$ cat src/inc/pcg_pkg.sv
// Purpose: shared constants for the clock and power-good configuration bank
// Assumes: byte-wide registers reached over a simple internal register port
// Notes: delay step figures in microseconds; counts derive from the core clock rate
package pcg_pkg;
	localparam int unsigned CLK_HZ = 25000000;
	localparam logic [7:0] ADDR_OPTIONS = 8'h13;
	localparam logic [7:0] ADDR_EXT_CLK = 8'h14;
	localparam logic [7:0] ADDR_PG_SRC = 8'h15;
	localparam logic [7:0] ADDR_PG_MODE = 8'h16;
	localparam logic [7:0] ADDR_PG_INT = 8'h19;
	// options register fields
	localparam int OPT_STARTUP_SEL = 6;
	localparam int OPT_SHUTDOWN_SEL = 5;
	localparam int OPT_CLK_PIN_FUNC = 4;
	localparam int OPT_CLK_PIN_PD = 3;
	localparam int OPT_EN_PIN_PD = 2;
	localparam int OPT_THERM_THRESH = 1;
	localparam int OPT_SPREAD = 0;
	localparam logic [7:0] OPT_WMASK = 8'h7f;
	// external clock register fields
	localparam int EXT_PLL_EN = 6;
	localparam logic [7:0] EXT_WMASK = 8'h5f;
	localparam logic [4:0] EXT_FREQ_MAX = 5'h17;
	// power-good source, mode and interrupt fields
	localparam int PGS_POL = 7;
	localparam int PGS_OD = 6;
	localparam int PGS_LIN_WIN = 5;
	localparam int PGS_BUCK_WIN = 4;
	localparam logic [7:0] PGM_WMASK = 8'h01;
	localparam int PGM_MODE = 0;
	localparam int PGI_BIT = 7;
	localparam logic [7:0] RESET_BYTE = 8'h00;
	// delay step sizes in microseconds
	localparam int unsigned STEP_SHORT_US = 500;
	localparam int unsigned STEP_LONG_US = 1000;
	localparam int unsigned STEP_SHORT_CYC = (CLK_HZ / 1000000) * STEP_SHORT_US;
	localparam int unsigned STEP_LONG_CYC = (CLK_HZ / 1000000) * STEP_LONG_US;
	localparam int DLY_W = 20;
	typedef enum logic [1:0] {DS_IDLE, DS_RUN, DS_DONE} pcg_dly_state_type;
endpackage

$ cat src/hdl/pcg_config.sv
// Purpose: options, external clock and power-good configuration bank with its effects
// Assumes: register port driven by the serial interface logic on clock_i
// Notes: only the enable and external clock pins pass a two-stage synchroniser before use
// Behaviour
// startup range bit picks 0.5 ms or 1 ms steps
// shutdown range bit picks 0.5 ms or 1 ms steps
// options bit 4 makes clock pin general output 2 or clock input
// options bit 3 drives clock pin pull-down in either function
// options bit 2 drives enable pin pull-down
// options bit 1 selects 125 or 137 degree warning threshold
// options bit 0 enables spread spectrum
// pll enable low forces internal oscillator, pll off
// pll enable high runs pll, uses external clock when present; the code also needs options bit 4 set and a frequency code up to 0x17
// pll enabled: flag event on external clock appear and disappear
// host writes zero to external clock reserved bit 5
// frequency code n means n+1 MHz; codes from 0x18 reserved
// polarity bit chooses high or low valid power-good level
// output type bit chooses push-pull or open-drain drive
// linear window bit adds overvoltage check for linear regulators
// buck window bit adds overvoltage check for bucks
// bits 3..0 include each source in power-good monitoring
// delay counts code steps from enable edge
// mode bit selects gated or continuous power-good operation
// latch interrupt on power-good active to inactive, write one clears
// power-good valid only while every enabled source is in window
// fields read and write; reserved bits reset to zero
`timescale 1ns/1ps
`default_nettype none
module pcg_config
	import pcg_pkg::*;
#(
	parameter int unsigned SHORT_CYC = STEP_SHORT_CYC,
	parameter int unsigned LONG_CYC = STEP_LONG_CYC
)
(
	input wire logic clock_i,
	input wire logic rst_i,
	input wire logic [7:0] reg_addr_i,
	input wire logic reg_wr_i,
	input wire logic reg_rd_i,
	input wire logic [7:0] reg_wdata_i,
	output logic [7:0] reg_rdata_o,
	output logic reg_ack_o,
	input wire logic enable_pin_i,
	input wire logic ext_clk_present_i,
	input wire logic [3:0] source_uv_ok_i,
	input wire logic [3:0] source_ov_ok_i,
	input wire logic [3:0] startup_code_i,
	input wire logic [3:0] shutdown_code_i,
	input wire logic general_output_2_level_i,
	output logic startup_done_o,
	output logic shutdown_done_o,
	output logic clock_pin_is_input_o,
	output logic clock_pin_pulldown_o,
	output logic enable_pin_pulldown_o,
	output logic thermal_warning_threshold_o,
	output logic spread_spectrum_enable_o,
	output logic pll_enable_o,
	output logic use_external_clock_o,
	output logic [4:0] external_clock_frequency_code_o,
	output logic ext_clock_event_o,
	output logic power_good_out_o,
	output logic power_good_out_oe_n_o,
	output logic power_good_operating_mode_o,
	output logic power_good_fall_interrupt_o
);
	logic [7:0] opt_ff, nxt_opt;
	logic [7:0] ext_ff, nxt_ext;
	logic [7:0] pgs_ff, nxt_pgs;
	logic [7:0] pgm_ff, nxt_pgm;
	logic pgi_ff, nxt_pgi;
	logic [7:0] rdata_ff, nxt_rdata;
	logic ack_ff, nxt_ack;
	logic [2:0] en_sync_ff, nxt_en_sync;
	logic [2:0] clk_sync_ff, nxt_clk_sync;
	logic valid_ff, nxt_valid;
	logic pg_pin_ff, nxt_pg_pin;
	logic pg_oe_n_ff, nxt_pg_oe_n;
	logic use_ext_ff, nxt_use_ext;
	logic ext_evt_ff, nxt_ext_evt;
	logic general_output_2_pd_ff, nxt_general_output_2_pd;
	logic [3:0] src_ok;
	logic all_ok;
	logic en_rise, en_fall;
	logic wr_opt, wr_ext, wr_pgs, wr_pgm, wr_pgi;

	// masked write keeps reserved bits at zero
	function automatic logic [7:0] masked(input logic [7:0] d, input logic [7:0] m);
		masked = d & m;
	endfunction

	// address decode
	always_comb
	begin
		wr_opt = 1'b0;
		wr_ext = 1'b0;
		wr_pgs = 1'b0;
		wr_pgm = 1'b0;
		wr_pgi = 1'b0;
		if (!reg_wr_i)
			wr_opt = 1'b0;
		else if (reg_addr_i == ADDR_OPTIONS)
			wr_opt = 1'b1;
		else if (reg_addr_i == ADDR_EXT_CLK)
			wr_ext = 1'b1;
		else if (reg_addr_i == ADDR_PG_SRC)
			wr_pgs = 1'b1;
		else if (reg_addr_i == ADDR_PG_MODE)
			wr_pgm = 1'b1;
		else if (reg_addr_i == ADDR_PG_INT)
			wr_pgi = 1'b1;
	end

	// per-source window check; overvoltage only counts when the window bit asks
	always_comb
	begin
		src_ok[0] = source_uv_ok_i[0] & (source_ov_ok_i[0] | ~pgs_ff[PGS_BUCK_WIN]);
		src_ok[1] = source_uv_ok_i[1] & (source_ov_ok_i[1] | ~pgs_ff[PGS_BUCK_WIN]);
		src_ok[2] = source_uv_ok_i[2] & (source_ov_ok_i[2] | ~pgs_ff[PGS_LIN_WIN]);
		src_ok[3] = source_uv_ok_i[3] & (source_ov_ok_i[3] | ~pgs_ff[PGS_LIN_WIN]);
		all_ok = &(src_ok | ~pgs_ff[3:0]);
	end

	assign en_rise = en_sync_ff[1] & ~en_sync_ff[2];
	assign en_fall = ~en_sync_ff[1] & en_sync_ff[2];

	// register bank, synchronisers and power-good logic
	always_comb
	begin
		nxt_opt = opt_ff;
		nxt_ext = ext_ff;
		nxt_pgs = pgs_ff;
		nxt_pgm = pgm_ff;
		nxt_pgi = pgi_ff;
		if (wr_opt)
			nxt_opt = masked(reg_wdata_i, OPT_WMASK);
		if (wr_ext)
			nxt_ext = masked(reg_wdata_i, EXT_WMASK);
		if (wr_pgs)
			nxt_pgs = reg_wdata_i;
		if (wr_pgm)
			nxt_pgm = masked(reg_wdata_i, PGM_WMASK);
		nxt_en_sync = {en_sync_ff[1:0], enable_pin_i};
		nxt_clk_sync = {clk_sync_ff[1:0], ext_clk_present_i};
		nxt_valid = all_ok;
		// clear by writing one; a new fall in the same cycle wins
		if (wr_pgi && reg_wdata_i[PGI_BIT])
			nxt_pgi = 1'b0;
		if (valid_ff && !all_ok)
			nxt_pgi = 1'b1;
		// in gated mode the output follows only while enable is high
		if (pgm_ff[PGM_MODE] || en_sync_ff[1])
			nxt_pg_pin = valid_ff ^ pgs_ff[PGS_POL];
		else
			nxt_pg_pin = pgs_ff[PGS_POL];
		// open drain releases the line for a high level
		nxt_pg_oe_n = pgs_ff[PGS_OD] & nxt_pg_pin;
		nxt_use_ext = ext_ff[EXT_PLL_EN] & clk_sync_ff[1] & opt_ff[OPT_CLK_PIN_FUNC]
			& (ext_ff[4:0] <= EXT_FREQ_MAX);
		nxt_ext_evt = ext_ff[EXT_PLL_EN] & (clk_sync_ff[1] ^ clk_sync_ff[2]);
		nxt_general_output_2_pd = opt_ff[OPT_CLK_PIN_PD];
		nxt_ack = reg_rd_i | reg_wr_i;
		nxt_rdata = RESET_BYTE;
		if (!reg_rd_i)
			nxt_rdata = RESET_BYTE;
		else if (reg_addr_i == ADDR_OPTIONS)
			nxt_rdata = opt_ff;
		else if (reg_addr_i == ADDR_EXT_CLK)
			nxt_rdata = ext_ff;
		else if (reg_addr_i == ADDR_PG_SRC)
			nxt_rdata = pgs_ff;
		else if (reg_addr_i == ADDR_PG_MODE)
			nxt_rdata = pgm_ff;
		else if (reg_addr_i == ADDR_PG_INT)
			nxt_rdata = {pgi_ff, 7'h00};
	end

	// registers only
	always_ff @(posedge clock_i)
	begin
		if (rst_i)
		begin
			opt_ff <= RESET_BYTE;
			ext_ff <= RESET_BYTE;
			pgs_ff <= RESET_BYTE;
			pgm_ff <= RESET_BYTE;
			pgi_ff <= 1'b0;
			rdata_ff <= RESET_BYTE;
			ack_ff <= 1'b0;
			en_sync_ff <= 3'h0;
			clk_sync_ff <= 3'h0;
			valid_ff <= 1'b0;
			pg_pin_ff <= 1'b0;
			pg_oe_n_ff <= 1'b0;
			use_ext_ff <= 1'b0;
			ext_evt_ff <= 1'b0;
			general_output_2_pd_ff <= 1'b0;
		end
		else
		begin
			opt_ff <= nxt_opt;
			ext_ff <= nxt_ext;
			pgs_ff <= nxt_pgs;
			pgm_ff <= nxt_pgm;
			pgi_ff <= nxt_pgi;
			rdata_ff <= nxt_rdata;
			ack_ff <= nxt_ack;
			en_sync_ff <= nxt_en_sync;
			clk_sync_ff <= nxt_clk_sync;
			valid_ff <= nxt_valid;
			pg_pin_ff <= nxt_pg_pin;
			pg_oe_n_ff <= nxt_pg_oe_n;
			use_ext_ff <= nxt_use_ext;
			ext_evt_ff <= nxt_ext_evt;
			general_output_2_pd_ff <= nxt_general_output_2_pd;
		end
	end

	// startup timer from enable rising edge
	pcg_delay #(.SHORT_CYC(SHORT_CYC), .LONG_CYC(LONG_CYC)) u_startup
	(
		.clock_i(clock_i),
		.rst_i(rst_i),
		.start_i(en_rise),
		.long_range_i(opt_ff[OPT_STARTUP_SEL]),
		.code_i(startup_code_i),
		.done_o(startup_done_o)
	);

	// shutdown timer from enable falling edge
	pcg_delay #(.SHORT_CYC(SHORT_CYC), .LONG_CYC(LONG_CYC)) u_shutdown
	(
		.clock_i(clock_i),
		.rst_i(rst_i),
		.start_i(en_fall),
		.long_range_i(opt_ff[OPT_SHUTDOWN_SEL]),
		.code_i(shutdown_code_i),
		.done_o(shutdown_done_o)
	);

	// outputs straight from flip-flops
	assign reg_rdata_o = rdata_ff;
	assign reg_ack_o = ack_ff;
	assign clock_pin_is_input_o = opt_ff[OPT_CLK_PIN_FUNC];
	assign clock_pin_pulldown_o = general_output_2_pd_ff;
	assign enable_pin_pulldown_o = opt_ff[OPT_EN_PIN_PD];
	assign thermal_warning_threshold_o = opt_ff[OPT_THERM_THRESH];
	assign spread_spectrum_enable_o = opt_ff[OPT_SPREAD];
	assign pll_enable_o = ext_ff[EXT_PLL_EN];
	assign use_external_clock_o = use_ext_ff;
	assign external_clock_frequency_code_o = ext_ff[4:0];
	assign ext_clock_event_o = ext_evt_ff;
	assign power_good_out_o = pg_pin_ff;
	assign power_good_out_oe_n_o = pg_oe_n_ff;
	assign power_good_operating_mode_o = pgm_ff[PGM_MODE];
	assign power_good_fall_interrupt_o = pgi_ff;
endmodule
`default_nettype wire

$ cat src/hdl/pcg_delay.sv
// Purpose: one startup or shutdown delay timer
// Assumes: trigger is a one-cycle pulse on the core clock
// Notes: a code of zero raises done two cycles after the trigger
`timescale 1ns/1ps
`default_nettype none
module pcg_delay
	import pcg_pkg::*;
#(
	parameter int unsigned SHORT_CYC = STEP_SHORT_CYC,
	parameter int unsigned LONG_CYC = STEP_LONG_CYC
)
(
	input wire logic clock_i,
	input wire logic rst_i,
	input wire logic start_i,
	input wire logic long_range_i,
	input wire logic [3:0] code_i,
	output logic done_o
);
	pcg_dly_state_type state_ff, nxt_state;
	logic [DLY_W-1:0] cnt_ff, nxt_cnt;
	logic [3:0] steps_ff, nxt_steps;
	logic done_ff, nxt_done;
	logic [DLY_W-1:0] step_len;

	// step length follows the range select
	assign step_len = long_range_i ? DLY_W'(LONG_CYC) : DLY_W'(SHORT_CYC);
	assign done_o = done_ff;

	// counts code steps of the selected length; a retrigger restarts
	always_comb
	begin
		nxt_state = state_ff;
		nxt_cnt = cnt_ff;
		nxt_steps = steps_ff;
		nxt_done = 1'b0;
		if (start_i)
		begin
			nxt_steps = code_i;
			nxt_cnt = '0;
			nxt_state = (code_i == 4'h0) ? DS_DONE : DS_RUN;
		end
		else
		begin
			case (state_ff)
				DS_RUN:
				begin
					if (cnt_ff == step_len - DLY_W'(1))
					begin
						nxt_cnt = '0;
						nxt_steps = steps_ff - 4'h1;
						if (steps_ff == 4'h1)
							nxt_state = DS_DONE;
					end
					else
						nxt_cnt = cnt_ff + DLY_W'(1);
				end
				DS_DONE:
				begin
					nxt_done = 1'b1;
					nxt_state = DS_IDLE;
				end
				default: nxt_state = DS_IDLE;
			endcase
		end
	end

	// registers only
	always_ff @(posedge clock_i)
	begin
		if (rst_i)
		begin
			state_ff <= DS_IDLE;
			cnt_ff <= '0;
			steps_ff <= 4'h0;
			done_ff <= 1'b0;
		end
		else
		begin
			state_ff <= nxt_state;
			cnt_ff <= nxt_cnt;
			steps_ff <= nxt_steps;
			done_ff <= nxt_done;
		end
	end
endmodule
`default_nettype wire

$ cat config.mk
export PLATFORM = sky130hd
export DESIGN_NAME = pcg_config
export DESIGN_NICKNAME = d
export VERILOG_FILES = /design/src/inc/pcg_pkg.sv /design/src/hdl/pcg_config.sv /design/src/hdl/pcg_delay.sv
export SDC_FILE = /design/constraint.sdc
export NUM_CORES = 1
export LEC_CHECK = 0
export BUFFER_PORTS_ARGS = -buffer_cell sky130_fd_sc_hd__buf_2
export CORE_ASPECT_RATIO = 0.9
export CORE_MARGIN = 2
export CORE_UTILIZATION = 59
export CTS_BUF_LIST = sky130_fd_sc_hd__clkbuf_4
export CTS_CLUSTER_DIAMETER = 100
export DETAILED_ROUTE_END_ITERATION = 7
export PLACE_DENSITY = 0.82
export SLEW_MARGIN = 15
export SYNTH_ARGS = -nofsm -noshare
export SYNTH_HDL_FRONTEND = slang
export SYNTH_HIERARCHICAL = 1
export SYNTH_SLANG_ARGS = --single-unit
export TNS_END_PERCENT = 20
$ cat constraint.sdc
create_clock -name clock_i -period 2.43 [get_ports clock_i]
set_input_delay 0.1215 -clock clock_i [delete_from_list [all_inputs] [get_ports clock_i]]
set_output_delay 0.1215 -clock clock_i [all_outputs]
set_load 0.05 [all_outputs]
# Word-level counts from Yosys, hierarchy flattened
# Cells that the tools add are included.
# word_totals
inputBits,39
reg_bits,98
output_inout_bits,28
# op_classes
eq_ne,17
add_sub_neg,6
n_lt_le_gt_ge,1
n_mux,50
n_reduce_logical,20
n_bitwise,25
# op_table
operator,n
$add A20 B1 Y20 const B,2
$eq A20 B20 Y1,2
$eq A8 B5 Y1 const B,5
$mux W20,2
$sub A20 B1 Y20 const B,2
$mux W15,2
$mux W1,25
$mux W4,6
$mux W8,3
$mux W2,10
$mux W7,2
$ne A3 B2 Y1 const B,4
$and A1 B1 Y1,11
$reduce_bool A2 Y1,5
$eq A4 B1 Y1 const B,2
$logic_not A4 Y1,2
$reduce_and A2 Y1,4
$sub A4 B1 Y4 const B,2
$reduce_or A2 Y1,3
$le A5 B5 Y1 const B,1
$not A1 Y1,5
$or A1 B1 Y1,5
$eq A2 B1 Y1 const B,2
$eq A2 B2 Y1 const B,2
other kinds (8),10

# Depth between registers and ports, before layout
# Gate-level depths: netlist of run 1.
# logic_depth
depth_word,10
depth_mapped,7

# By module
# The synthesis of run 1 kept the hierarchy.
# by_module_without_submodules
mod,instances,seq_area_each_um2,cells_each,area_per_inst_um2
pcg_delay,2,540.5,151,1430.1
pcg_config,1,880.8,172,1773.0

# Worst setup path after synthesis of run 1
# OpenSTA, ideal clock, no wires.
# synth_path
path_kind,register -> register
startpoint,register u_shutdown.cnt_ff[0]
endpoint,register u_shutdown.cnt_ff[0]
arrival_time_ns,1.575
path_stages_with_launch,8
path_slack_ns,0.737
synth_period_minus_slack_ns,1.693
n_path_buf,1
required_ns,2.313
path_cell_list,dfxtp_1 ha_1 nor4b_2 nand4_2 nor3_2 or3_1 buf_2 nor2_1
# synth_between
elab_chain_len,2
elab_cells_between_ends,3
cone_classes,add/sub (1); eq/ne (1); mux (1)
# synth_rtl
item,line_no,source
"start, declared",pcg_delay.sv:21,"logic [DLY_W-1:0] cnt_ff, nxt_cnt;"
"start signal, assigned",pcg_delay.sv:81,cnt_ff <= nxt_cnt;
$add A20 B1 Y20 / $eq A20 B20 Y1 (equally long branches),"pcg_delay.sv:56, pcg_delay.sv:48",
$mux W20 *,pcg_delay.sv:48,if (cnt_ff == step_len - DLY_W'(1))
# Mark *: on every way between the ends. The rest lies on a longest branch, timed or not.
# A chain may end at the register's enable or synchronous reset.

# Worst setup path in the final report of run 1
# layout_path
startpoint,register u_shutdown.cnt_ff[0]
endpoint,register u_shutdown.cnt_ff[16]
# Same word-level chain as after synthesis.

==> results.md, run 1 <==
- CTS root buf: clkbuf_4
- Worst setup SP type: flip-flop
- Critical Path Stages: 7
- Number of H-tree levels: 3
- Power Density: 510.9 nW/um^2
- Power Total: 2744 uW
- Reg2Reg Capture Point: u_shutdown/cnt_ff[16]$_SDFFE_PP0P_
- Slowest cell on crit path: nor4b_2
- Netlist Area Pre-Place: 4633 um^2
- Vias per cell: 5.574
- Core Rows: 30
- Area Overhead vs Synth: 15.93%
- WL final: 9.882 mm
- CP bufs+invs: 1
- RePlAce Congestion: 0.8366
- # Post-CTS Setup Buffers: 0
- Die width: 97.41 um
- Peak supply drop: 0.3372 mV
- R2r setup slk: 0.19 ns
- CTS max path bufs: 2
- Vias: 3640
- DR WL/cell: 15.13 um
- Reg2reg start: u_shutdown/cnt_ff[0]$_SDFFE_PP0P_
- Initial core utilization: 61.11%
- Placed cells: 615
- Synth Warn #: 6
- Share of cells above drive strength 1: 21.54%
- Register bit total from synthesis: 98
- N_diodes: 0
- Setup TNS: 0 ns
- First-pass DRT Iterations: 4
- Synthesized net count: 519
- Final Hold Fails: 0
- Final #Nets: 597
- Fill cells: 577
- Netlist cell types: 54
- Setup crit end: u_shutdown/cnt_ff[16]$_SDFFE_PP0P_
- Vias in the first global route: 3621
- Synth cell count leaders: dfxtp_1, nor2_1, mux2i_1, xor2_1, xnor2_1
- Kind of cell adding the most delay to the critical path: simple AND/OR/NAND/NOR gates
- Max incr delay on CP: 0.43 ns
- Share of the synthesized area in the top cell type: 42.34%
- Post-synth EDFFs: 0
- CP startpoint: u_shutdown/cnt_ff[0]$_SDFFE_PP0P_
- Pre-CTS WS: 0.3634 ns
- Top-count cell post-synth: dfxtp_1
- DRC violations left: 0
- Synth area leaders: dfxtp_1, nor2_1, mux2i_1
- Run status: completed
- Min-Delay Path Class: primary input to flip-flop
- Min Tclk post-route: 2.245 ns
- Slack of the critical path: 0.1851 ns
- Max Cap Violations: 0
- Pleak: 0.002149 uW
- Final antenna-violating net count: 0
- Initial antenna violation count: 0
- Post-route insts no fill: 653
- Largest net degree at the start of global routing: 37
- Buffers on Ports: 65
- Reg clk slew, reported paths: 0.16 ns
- Worst-margin pin slew: 0.7176 ns
- Die footprint: 8579 um^2
- Worst-Skew Late Latency: 0.46 ns
- Final setup vio count: 0
- Fin crit share: 92.38%
- Crit end category: flip-flop
- Relative slew slack: 50.93%
- Slew Limit Fails: 0
- Synth Area per Inst: 9.775 um^2
- Clock sinks: 98
- Crit Path Max Fanout: 20
- HPWL after DPL: 6.890 mm
- Worst-path cell chain: ha_1 > nor4b_2 > nand4_2 > nor3_2 > or3_1 > buf_4 > nor2_1
- Req. time, crit path: 2.78 ns
- Ys flop type: dfxtp_1
- RSZ-0062 raised after global routing: no
- Clock Skew: 0.01917 ns
- Num CTS Buffers: 9
- Gr usage total: 24.17%
- Num ports: 67
- Hold Crit Depth: 3
- Core Area: 7582 um^2
- WHS: 0.02038 ns
- Cell taking the most area after synthesis: dfxtp_1
- Fmax: 445.4 MHz
- CP Class: flip-flop to flip-flop
- Sequential cell area fraction in the yosys report: 42.34%
- Post-synth ARST share: 0%
- CTS tree: built
- Worst R2R Path Depth: 7
- Worst path arrival time: 2.60 ns
- Initial DRC Count: 150
- GRT overflow: 0
- First-pass GRT wire length: 16.99 mm
- Cells after Synth: 474
- Die Y-Extent: 88.07 um
[worst min path at each step]
stage,from,endpoint
floorplan,reg_wr_i,reg_ack_o$_SDFF_PP0_
global placement,ext_clk_present_i,clk_sync_ff[0]$_SDFF_PP0_
detailed placement,ext_clk_present_i,clk_sync_ff[0]$_SDFF_PP0_
CTS,reg_addr_i[2],reg_rdata_o[7]$_SDFF_PP0_
global route,reg_addr_i[2],reg_rdata_o[7]$_SDFF_PP0_
finish,reg_addr_i[2],reg_rdata_o[7]$_SDFF_PP0_
[timing repair]
action                    in CTS  in global routing
hold endpoints to repair      37                  0
hold buffers                  22                  0
gates resized for setup        0                  0
[worst register-to-register path: cells and delay by family (launching register included)]
kind          cells  cell delay (ns)
flops             1             0.40
buf+inv           1             0.24
simple gates      5             1.22
fa+ha+maj         1             0.29
[layer usage]
metal	track usage [%]	share of wire, %	vias up
met3	5.906	4.8	16
met2	42.38	48	91
met1	30.02	46	1726
met5	0	0	-
li1	-	-	1807
met4	7.071	1.7	0
[sequential cells by signal (all words and copies together) (netlist names), 4 cells and up]
signal / count
u_shutdown/cnt_ff: 20
u_startup/cnt_ff: 20
pgs_ff: 8
reg_rdata_o: 8
opt_ff: 7
ext_ff: 6
u_shutdown/steps_ff: 4
u_startup/steps_ff: 4
[placed cells by master, fill, tap and decap left out, types with 5 or more instances in the layout]
cell type	instances
nand3_1	13
nand2_1	18
clkbuf_4	9
buf_4	5
nor2b_1	16
buf_2	65
a22oi_1	8
dlygate4sd3_1	22
xnor2_1	19
xor2_1	27
and3_1	10
nor2_1	84
a21oi_1	5
nand2b_1	5
ha_1	6
mux2i_1	28
and3b_1	5
dfxtp_1	98
nand4_1	11
or3_1	6
a211oi_1	8
inv_1	7
mux2_2	6
[cell type report]
class / instances / area [um^2] / share of cell area (%)
multi-input cells: 344 / 2529 / 47.08
flip-flops and latches: 98 / 1962 / 36.52
repair buffers: 92 / 583.1 / 10.85
well taps: 96 / 120.1 / 2.236
clock inverters: 7 / 83.83 / 1.561
clock buffers: 9 / 67.56 / 1.258
inverters: 7 / 26.28 / 0.4892
[where the power goes]
part	switching [uW]	internal, uW
clock	591	336
combinational	96.2	86.5
sequential	10.9	1620
[kinds of logic after synthesis]
kind of cell | Yosys count | share of synthesized area, %
AO/OA/AOI/OAI | 36 | 5.725
XOR/XNOR | 46 | 8.696
adder cells (fa/ha/maj) | 6 | 1.620
buffers and inverters | 32 | 3.079
flip-flops | 98 | 42.34
multiplexers | 38 | 9.452
AND/OR/NAND/NOR | 218 | 29.08
[through the flow]
stage | utilization (%) | area [um^2]
floorplan | - | 4633
global placement | 65.94 | 5000
detailed placement | 65.94 | 5000
CTS | 70.84 | 5371
global route | 70.84 | 5371
finish | 70.84 | 5371
(Power assumes the default switching activity.)
==> run 2: changes to the inputs <==
CELL_PAD_IN_SITES_DETAIL_PLACEMENT = 1   (was default)
CELL_PAD_IN_SITES_GLOBAL_PLACEMENT = 1   (was default)
CORE_UTILIZATION = 46   (was 59)
PLACE_DENSITY = default   (was 0.82)
PLACE_DENSITY_LB_ADDON = 0.1   (was default)
TNS_END_PERCENT = default   (was 20)
==> run 2 against run 1 <==
  * Clock power is 12% higher
  * Critical path type unchanged
  * Clock-buffer cell count stayed put
  * Setup slack better by 0.042 ns
  * Largest cell class unchanged
  * Sequential power hardly changed
  * Global-route usage is 2.3 points lower
  * Combinational power hardly changed
  * Clock skew is 0.0033 ns lower
  * Power is 4.1% higher
  * Die area is 27% higher
==> results.md, run 2 (synthesis gave the netlist of run 1 again) <==
- Run status: completed
- Most common cell after layout, fill and taps aside: dfxtp_1
- Final Hold Fails: 0 (unchanged)
- DRC violations left: 0 (unchanged)
- Final antenna-violating net count: 0 (unchanged)
- Placed cells: 650 (+5.7%)
- Area Overhead vs Synth: 17.82%
- DP Area: 5075 um^2 (+1.5%)
- GRT overflow: 0 (unchanged)
- Num ports: 67 (unchanged)
- Post-route cell area: 5459 um^2 (+1.6%)
- Crit end category: flip-flop
- Hold_sp: reg_addr_i[0]
- Worst setup SP type: flip-flop
- Fmax: 453.9 MHz (+1.9%)
- Worst-path cell chain: ha_1 > nor4b_2 > nand4_2 > nor3_2 > or3_1 > buf_4 > nor2_1
- Initial antenna violation count: 0 (unchanged)
- WL final: 11.06 mm (+12%)
- Number of hold buffers added after CTS: 21 (-4.5%)
- Initial core utilization: 47.56% (-14 points)
- CP bufs+invs: 1 (unchanged)
- First-pass DRT Iterations: 4 (unchanged)
- Reg area: 1962 um^2 (unchanged)
- Power Total: 2857 uW (+4.1%)
- Reg2reg start: u_startup/cnt_ff[0]$_SDFFE_PP0P_
- CTS tree: built
- Peak supply drop: 0.4571 mV (+36%)
- Core Area: 9742 um^2 (+28%)
- Worst-margin pin slew: 0.7534 ns (+0.03587 ns)
- Vias: 3665 (+0.69%)
- CP startpoint: u_startup/cnt_ff[0]$_SDFFE_PP0P_
- Fill cells: 1127 (+95%)
- Vias per cell: 5.343 (-4.2%)
- Pleak: 0.002179 uW (+1.4%)
- CP Class: flip-flop to flip-flop
- Num CTS Buffers: 9 (unchanged)
- CTS root buf: clkbuf_4
- Buffers on Ports: 65 (unchanged)
- Most frequent cells in the layout: dfxtp_1, nor2_1, buf_2
- Relative slew slack: 48.47% (-2.5 points)
- CTS max path bufs: 2 (unchanged)
- Fin crit share: 90.66% (-1.7 points)
- Clock sinks: 98 (unchanged)
- Max incr delay on CP: 0.40 ns (-0.03 ns)
- Crit Path Max Fanout: 20 (unchanged)
- Die Y-Extent: 99.21 um (+13%)
- Top Registers: u_shutdown/cnt_ff: 20 flops, u_startup/cnt_ff: 20 flops
- Number of H-tree levels: 3 (unchanged)
- Worst-Skew Late Latency: 0.45 ns (about the same)
- Die width: 109.8 um (+13%)
- Final setup vio count: 0 (unchanged)
- HPWL after DPL: 7.959 mm (+16%)
- WHS: 0.03306 ns (+0.01268 ns)
- First-pass GRT wire length: 18.75 mm (+10%)
- Post-CTS Resized: 0 (unchanged)
- Power Density: 523.4 nW/um^2 (+2.4%)
- Req. time, crit path: 2.76 ns (-0.02 ns)
- Area of the multi-input gates: 2529 um^2 (unchanged)
- Share of cells above drive strength 1: 22.14% (+0.60 points)
- Final #Nets: 601 (+0.67%)
- RePlAce Congestion: 0.7788 (-6.9%)
- Initial DRC Count: 126 (-16%)
- Die footprint: 10890 um^2 (+27%)
- Slowest cell on crit path: dfxtp_1
- Post-route insts no fill: 686 (+5.1%)
- N_diodes: 0 (unchanged)
- RSZ-0062 raised after global routing: no
- Gr usage total: 21.85% (-2.3 points)
- Worst path arrival time: 2.54 ns (-0.06 ns)
- Min Tclk post-route: 2.203 ns (-0.04198 ns)
- Kind of cell adding the most delay to the critical path: simple AND/OR/NAND/NOR gates
- Largest net degree at the start of global routing: 37 (unchanged)
- Vias in the first global route: 3766 (+4.0%)
- Slew Limit Fails: 0 (unchanged)
- Clock Skew: 0.01587 ns (-0.003295 ns)
- Core Rows: 34 (+13%)
- # Post-CTS Setup Buffers: 0 (unchanged)
- Setup TNS: 0 ns (unchanged)
- DR WL/cell: 16.13 um (+6.6%)
- Reg clk slew, reported paths: 0.15 ns (about the same)
- Min-Delay Path Class: primary input to flip-flop
- Max Cap Violations: 0 (unchanged)
==> run 2: final cells by class <==
type	count	share of cell area [%]
clock buffer	9	1.238
clock inverter	6	1.948
inverter	7	0.4813
multi-input combinational	344	46.32
sequential	98	35.94
tap	126	2.888
timing repair buffer	96	11.18
==> run 2: power breakdown <==
part	internal (uW)	switching (uW)	leakage, uW	total [uW]
logic	86.6	97.2	0.00130	184
clock network	511	529	0.0000894	1040
registers	1620	10.5	0.000792	1630
total	2220	637	0.00218	2860
==> run 2: path summary, 6_finish.rpt <==
| check | end | slack [ns] | cells past startpoint |
|---|---|---|---|
| max | u_startup/cnt_ff[14]$_SDFFE_PP0P_ | 0.23 | 7 |
| min | reg_rdata_o[5]$_SDFF_PP0_ | 0.03 | 3 |
| max reg2reg | u_startup/cnt_ff[14]$_SDFFE_PP0P_ | 0.23 | 7 |
| min reg2reg | en_sync_ff[1]$_SDFF_PP0_ | 0.46 | 1 |
==> run 2: layer usage <==
metal	GRT usage [%]	up-vias	part of all wire [%]
met5	0	-	0
met4	5.258	0	1.1
met3	4.849	9	4.0
met2	36.05	54	48
met1	29.02	1796	47
li1	-	1806	-
==> run 2: tightest hold or removal path, delay by kind of cell <==
family	cells	cell delay, ns
buffers and inverters	1	0.20
AND/OR/NAND/NOR	2	0.12
==> run 2: stage by stage <==
stage          util [%]  worst slack (ns)
6_report          56.04            0.2271
3_5_place_dp      52.09            0.2723
2_1_floorplan         -            0.7374
3_3_place_gp      52.09            0.3044
4_1_cts           56.04            0.2063
5_1_grt           56.04          0.006653
